==> src/common/scsd_consts.vh <==
`ifndef SCSD_CONSTS_VH
`define SCSD_CONSTS_VH

// command indices as seen on the card's command interface
`define SCSD_CMD_PROG_CAP     6'd27
`define SCSD_CMD_SET_ADDR     6'd3

// field positions in the 128-bit capability word
`define SCSD_POS_STRUCT_HI    127
`define SCSD_POS_ACCESS_HI    119
`define SCSD_POS_ACCESS_LO    112
`define SCSD_POS_RATE_HI      103
`define SCSD_POS_RATE_LO      96
`define SCSD_POS_CLASS_HI     95
`define SCSD_POS_CLASS_LO     84
`define SCSD_POS_SIZE_HI      69
`define SCSD_POS_SIZE_LO      48
`define SCSD_POS_ERASE1       46
`define SCSD_POS_SECT_HI      45
`define SCSD_POS_SECT_LO      39
`define SCSD_POS_GRP_HI       38
`define SCSD_POS_GRP_LO       32
`define SCSD_POS_FMT_GRP      15
`define SCSD_POS_COPY         14
`define SCSD_POS_PERM_LOCK    13
`define SCSD_POS_TMP_LOCK     12
`define SCSD_POS_FMT_HI       11
`define SCSD_POS_FMT_LO       10
`define SCSD_POS_CRC_HI       7
`define SCSD_POS_CRC_LO       1

// fixed field values
`define SCSD_VAL_STRUCT       2'b01
`define SCSD_VAL_ACCESS       8'b0000_1110
`define SCSD_VAL_NSAC         8'h00
`define SCSD_VAL_RATE         8'b0011_0010
`define SCSD_VAL_CLASS        12'b0101_1011_0101
`define SCSD_VAL_RD_LEN       4'b1001
`define SCSD_VAL_ERASE1       1'b1
`define SCSD_VAL_SECT         7'b111_1111
`define SCSD_VAL_GRP          7'b000_0000
`define SCSD_VAL_R2W          3'b010
`define SCSD_VAL_WR_LEN       4'b1001
`define SCSD_VAL_FMT          2'b00
`define SCSD_VAL_SIZE         22'h00_0000

// reset values
`define SCSD_RST_ADDR         16'h0000
`define SCSD_RST_FLAGS        6'h00

// power-up idle clocks with the command line high
`define SCSD_INIT_CLKS        7'd74

`endif

==> src/design/scsd_crc7.v <==
`timescale 1ns/10ps

// ---------------------------------------------------------------
// serial crc7 step over one bit (polynomial x^7 + x^3 + 1)
// ---------------------------------------------------------------
module scsd_crc7 (
	// state and bit in
	input  wire [6:0] crc_i,
	input  wire       bit_i,
	// next state
	output wire [6:0] crc_o
);

	wire fb;

	// feedback from the top bit
	assign fb    = crc_i[6] ^ bit_i;
	assign crc_o = {crc_i[5:3], crc_i[2] ^ fb, crc_i[1:0], fb};

endmodule

==> src/design/scsd_regs.v <==
`timescale 1ns/10ps
`include "scsd_consts.vh"

module scsd_regs #(
	parameter [21:0] CAP_SIZE = `SCSD_VAL_SIZE
) (
	// clock and reset
	input  wire         sys_clk_i,
	input  wire         arst_n_i,
	// sd link pins, sampled on the system clock
	input  wire         sd_clk_i,
	input  wire         sd_cmd_i,
	// decoded command from the card command engine
	input  wire         cmd_valid_i,
	input  wire [5:0]   cmd_index_i,
	input  wire [127:0] cmd_data_i,
	input  wire [15:0]  addr_new_i,
	// register contents
	output reg  [127:0] card_capability_data_o,
	output reg  [15:0]  relative_card_address_o,
	// status
	output reg          prog_done_o,
	output reg          prog_err_o,
	output reg          link_ready_o
);

	// -----------------------------------------------------------
	// writable state
	// -----------------------------------------------------------
	reg        fmt_grp_r;
	reg        copy_r;
	reg        perm_lock_r;
	reg        temporary_lock_flag_r;
	reg        copy_used_r;
	reg [15:0] relative_card_address_r;

	// -----------------------------------------------------------
	// capability word assembly
	// -----------------------------------------------------------
	wire [127:8] upper;
	wire [6:0]   crc_chain [0:120];
	wire [6:0]   crc_now;

	// fixed fields are wired constants, so no write can reach them
	assign upper = {
		`SCSD_VAL_STRUCT,
		6'h00,
		`SCSD_VAL_ACCESS,
		`SCSD_VAL_NSAC,
		`SCSD_VAL_RATE,
		`SCSD_VAL_CLASS,
		`SCSD_VAL_RD_LEN,
		3'b000,                                         // no partial reads
		1'b0,
		6'h00,
		CAP_SIZE,
		1'b0,
		`SCSD_VAL_ERASE1,
		`SCSD_VAL_SECT,
		`SCSD_VAL_GRP,
		1'b0,                                           // no group protect
		2'b00,
		`SCSD_VAL_R2W,
		`SCSD_VAL_WR_LEN,
		1'b0,
		5'h00,
		fmt_grp_r,
		copy_r,
		perm_lock_r,
		temporary_lock_flag_r,
		`SCSD_VAL_FMT,
		2'b00
	};

	// crc7 chain over bits 127..8, msb first
	// one step module per bit; the chain is long but only feeds a flop
	assign crc_chain[0] = 7'h00;
	genvar gi;
	generate
		for (gi = 0; gi < 120; gi = gi + 1) begin : g_crc
			scsd_crc7 u_step (
				.crc_i (crc_chain[gi]),
				.bit_i (upper[127 - gi]),
				.crc_o (crc_chain[gi + 1])
			);
		end
	endgenerate
	assign crc_now = crc_chain[120];

	// -----------------------------------------------------------
	// link pin synchronisers and idle clock counter
	// -----------------------------------------------------------
	reg  [1:0] clk_sync_r;
	reg  [1:0] cmd_sync_r;
	reg        clk_prev_r;
	reg  [6:0] init_cnt_r;
	reg  [6:0] init_cnt_nxt;
	wire       clk_rise;

	assign clk_rise = clk_sync_r[1] & ~clk_prev_r;

	// two flops per pin before any use
	// only the second flop of each pair is read by logic
	always @(posedge sys_clk_i or negedge arst_n_i) begin
		if (!arst_n_i) begin
			clk_sync_r <= 2'b00;
			cmd_sync_r <= 2'b11;
			clk_prev_r <= 1'b0;
		end else begin
			clk_sync_r <= {clk_sync_r[0], sd_clk_i};
			cmd_sync_r <= {cmd_sync_r[0], sd_cmd_i};
			clk_prev_r <= clk_sync_r[1];
		end
	end

	// counts link clocks with command high; a low restarts the count
	// saturates at the target so link ready can never fall again
	always @* begin
		init_cnt_nxt = init_cnt_r;
		if (!cmd_sync_r[1] && init_cnt_r != `SCSD_INIT_CLKS)
			init_cnt_nxt = 7'd0;
		else if (clk_rise && init_cnt_r != `SCSD_INIT_CLKS)
			init_cnt_nxt = init_cnt_r + 7'd1;
	end

	// -----------------------------------------------------------
	// command handling
	// -----------------------------------------------------------
	wire is_prog;
	wire is_addr;
	wire copy_bad;
	wire fixed_bad;
	wire [127:0] fixed_mask;

	// writable positions: 15..12 and crc 7..1; format bits stay fixed
	assign fixed_mask = ~{112'h0, 4'hf, 4'h0, 7'h7f, 1'b0};

	// commands before link ready are dropped without any answer
	assign is_prog  = cmd_valid_i && link_ready_o &&
	                  cmd_index_i == `SCSD_CMD_PROG_CAP;
	assign is_addr  = cmd_valid_i && link_ready_o &&
	                  cmd_index_i == `SCSD_CMD_SET_ADDR;
	// a fixed field that differs means the host tried to change it
	// limitation: the word on the outputs trails a program by one
	// cycle, so a second program in the next cycle is judged against the old word
	assign fixed_bad = |((cmd_data_i ^ card_capability_data_o) &
	                     fixed_mask);
	// once used, the copy flag may not change again
	// it counts as used even when the first program wrote zero
	assign copy_bad = copy_used_r &&
	                  cmd_data_i[`SCSD_POS_COPY] != copy_r;
	// the crc bits of a program are ignored: the word always carries
	// a checksum freshly worked out from its upper bits

	always @(posedge sys_clk_i or negedge arst_n_i) begin
		if (!arst_n_i) begin
			fmt_grp_r               <= 1'b0;
			copy_r                  <= 1'b0;
			perm_lock_r             <= 1'b0;
			temporary_lock_flag_r   <= 1'b0;
			copy_used_r             <= 1'b0;
			relative_card_address_r <= `SCSD_RST_ADDR;
			init_cnt_r              <= 7'd0;
			prog_done_o             <= 1'b0;
			prog_err_o              <= 1'b0;
			link_ready_o            <= 1'b0;
			relative_card_address_o <= `SCSD_RST_ADDR;
			// the word reads zero until the first edge after release
			card_capability_data_o  <= 128'h0;
		end else begin
			init_cnt_r   <= init_cnt_nxt;
			// first command accepted only after the idle clocks
			link_ready_o <= (init_cnt_nxt == `SCSD_INIT_CLKS);
			prog_done_o  <= 1'b0;
			prog_err_o   <= 1'b0;
			if (is_prog) begin
				if (fixed_bad || copy_bad) begin
					prog_err_o <= 1'b1;
				end else begin
					fmt_grp_r   <= cmd_data_i[`SCSD_POS_FMT_GRP];
					copy_r      <= cmd_data_i[`SCSD_POS_COPY];
					copy_used_r <= 1'b1;
					perm_lock_r <= cmd_data_i[`SCSD_POS_PERM_LOCK];
					temporary_lock_flag_r <=
						cmd_data_i[`SCSD_POS_TMP_LOCK];
					prog_done_o <= 1'b1;
				end
			end
			if (is_addr)
				relative_card_address_r <= addr_new_i;
			relative_card_address_o <= is_addr ? addr_new_i :
			                           relative_card_address_r;
			// crc refreshed every cycle; bit zero held at one
			card_capability_data_o <= {upper, crc_now, 1'b1};
		end
	end

	// no driver stage register exists here
	// bit 76 of the word reads zero to tell the host so
	// host duties on erase use and power are outside this logic

endmodule

==> config.mk <==
export PLATFORM = sky130hd
export DESIGN_NAME = scsd_regs
export DESIGN_NICKNAME = d
export VERILOG_FILES = /design/src/design/scsd_crc7.v /design/src/design/scsd_regs.v
export VERILOG_INCLUDE_DIRS = /design/src /design/src/common
export SDC_FILE = /design/constraint.sdc
export NUM_CORES = 1
export LEC_CHECK = 0
export ABC_AREA = 1
export BUFFER_PORTS_ARGS = -buffer_cell sky130_fd_sc_hd__buf_4
export CAP_MARGIN = 20
export CORE_MARGIN = 2
export CORE_UTILIZATION = 60
export DETAILED_ROUTE_END_ITERATION = 10
export HOLD_SLACK_MARGIN = 0.1
export PLACE_DENSITY = 0.84
export SYNTH_ARGS = -nofsm -noshare
export SYNTH_HDL_FRONTEND = slang
export SYNTH_HIERARCHICAL = 1
export SYNTH_SLANG_ARGS = --single-unit
==> constraint.sdc <==
create_clock -name sys_clk_i -period 5.4 [get_ports sys_clk_i]
set_input_delay 0.27 -clock sys_clk_i [delete_from_list [all_inputs] [get_ports sys_clk_i]]
set_output_delay 0.27 -clock sys_clk_i [all_outputs]
set_load 0.05 [all_outputs]
==> reports/qor.yml <==
async_flop_share_pct: 100
cts_buffer_depth: 2
setup_tns_ns: 0
timing.final.setup_violations: 0
ant_nets: 0
fp-row-count: 56
portBuffers: 205
numCtsBuffers: 5
synthMostInstantiatedCell: "buf_4"
synth_warnings: 6
cp.arrival_ns: 2.04
ys_seq_area_share_pct: 8.55
ys_types: 29
dieWidth_um: 157
area_delta_synth_final_pct: -17.8
n_antenna_cell: 0
worstPathRequired_ns: 5.57
critPathMaxFanout: 36
clkLatencyLatePin_ns: 0.28
multi_input_area_um2: 6800
synth_cells: 2484
n_fill_cell: 2425
grt_antenna_before_repair: 0
finalClockSkew_ns: 0.00280
dp_hpwl_um: 19200
cp-start-kind: "flip-flop"
status: "completed"
grt_overflow: 0
fmax_mhz: 535
dieHeight_um: 157
layout.area.seq_um2: 1200
grt_max_degree: 49
synth_top_area_share_pct: 44.6
fp.coreArea_um2: 23300
period_minus_slack_ns: 1.87
final_nets: 2465
synth-edff-count: 0
post-cts-setup-buffers: 0
setup.worst_path.end_class: "flip-flop"
tightest_slew_ns: 0.577
hold_viol_final: 0
initial_utilization_pct: 60.5
ys_ff_latch: 48
cts_hold_buf: 3
grt_pass1_wl_um: 36300
gp_congestion: 0.862
cts_resized: 0
finalCritPeriodShare_pct: 34.6
wl_um: 21600
post-route-drc-count: 0
hp-class: "in2reg"
routedWlPerCell_um: 8.22
slew_violations: 0
yosys-top-cells-area: "buf_4 45%, nand2_1 22%, inv_1 10%"
yosys.area.top_type: "buf_4"
fp.dieArea_um2: 24700
clk_pin_slew_ns: 0.06
critPathKind: "reg2reg"
synthTopCellsByCount: "836 x buf_4, 808 x nand2_1, 387 x inv_1"
viasPerCell: 3.98
grt_pass1_vias: 9426
cts_sinks: 48
cap_viol_max_count: 0
cts_tree: "yes"
ctsHtreeMaxLevel: 2
synth_flop_cell: "dfrtp_1"
ios: 302
rsz0062_at_grt: "no"
syn-cell-area_um2: 14100
grtUsageTotal_pct: 17.2
clock-root-buffer: "clkbuf_16"
drt_iter0_markers: 339
synth_area_per_cell_um2: 5.67
layout-drive-gt1-share_pct: 10.5
first_pass_iters: 5
relSlewSlack_pct: 61.2
vias: 10500
worst paths after layout:
kind / startpoint / to / slack, ns / cells after the start
worst max-delay path: card_capability_data_o[0] / copy_r / 3.53 / 12
worst min-delay path: cmd_data_i[12] / temporary_lock_flag_r / 0.22 / 3
worst max register to register: card_capability_data_o[0] / copy_r / 3.53 / 12
worst min register to register: clk_sync_r[0] / clk_sync_r[1] / 0.36 / 0
max in group asynchronous: arst_n_i / card_capability_data_o[14] / 4.46 / 2
min in group asynchronous: arst_n_i / relative_card_address_r[11] / 0.53 / 2
per-stage QoR:
step | area (µm²) | worst slack, ns | utilization, % | std cells | hold slack [ns]
after detailed placement | 11400 | 3.57 | 49.0 | 2617 | 0.313
after global routing | 11600 | 3.28 | 49.7 | 2627 | 0.220
after floorplan | 15800 | 3.30 | - | 2930 | -0.0256
after global placement | 11400 | 3.61 | 49.0 | 2617 | 0.307
after CTS | 11600 | 3.54 | 49.7 | 2627 | 0.210
final | 11600 | 3.53 | 49.7 | 2627 | 0.216
logic make-up after synthesis:
logic type / count (synthesis) / share of synthesized area (%)
AOI/OAI and AO/OA: 10 / 0.418
xor gates and xnor gates: 3 / 0.187
adders and majority gates: 2 / 0.178
buffers and inverters: 1227 / 55.1
DFF: 48 / 8.55
muxes: 16 / 1.28
other: 2 / 0.0533
and+or+nand+nor: 1176 / 34.3
cells in the final DEF (no fill, tap or decap), drive strengths merged:
master,n
nor3,5
o21bai,2
nand4,6
dfstp,2
nand2,810
nand3,256
clkinv,1
buf,206
clkbuf,6
inv,389
o21ai,4
nor4,1
dlygate4sd3,3
and2,1
ha,2
mux2,16
conb,448
nor2,96
xor2,3
a21oi,4
or2,1
dfrtp,46
cell type report:
class | count | share of cell area [%]
multi-input combinational | 1655 | 58.7
timing repair buffer | 209 | 13.6
inverter | 389 | 12.6
sequential | 48 | 10.4
tap | 319 | 3.45
clock buffer | 6 | 1.11
clock inverter | 1 | 0.0433
sequential cells by signal (all words and copies together) (netlist names):
| register | cells |
|---|---|
| clk_prev_r | 1 |
| temporary_lock_flag_r | 1 |
| cmd_sync_r | 2 |
| fmt_grp_r | 1 |
| prog_done_o | 1 |
| perm_lock_r | 1 |
| copy_used_r | 1 |
| init_cnt_r | 7 |
| card_capability_data_o | 12 |
| clk_sync_r | 2 |
| copy_r | 1 |
| link_ready_o | 1 |
| relative_card_address_r | 16 |
| prog_err_o | 1 |
worst max-delay path, cell delays in order (launching register included):
cell	delay (ns)
dfrtp_1	0.32
buf_4	0.33
nand2_1	0.09
nor2_1	0.11
nand2_1	0.06
nand2_1	0.07
inv_1	0.04
nor2_1	0.07
nand2_1	0.06
nor2_1	0.17
nand3_1	0.20
nand2_1	0.15
nand2_1	0.07
per-layer routing:
metal,GRT usage (%),wire length [µm],vias up,share of wire [%]
li1,-,-,5770,-
met1,16.9,8440,4447,39
met2,36.1,11400,202,53
met3,1.90,1090,41,5.0
met4,6.49,643,0,3.0
met5,0,0,-,0
Power is not shown: default switching activity piles up to over one toggle a cycle in this logic, so the estimate is an artifact.
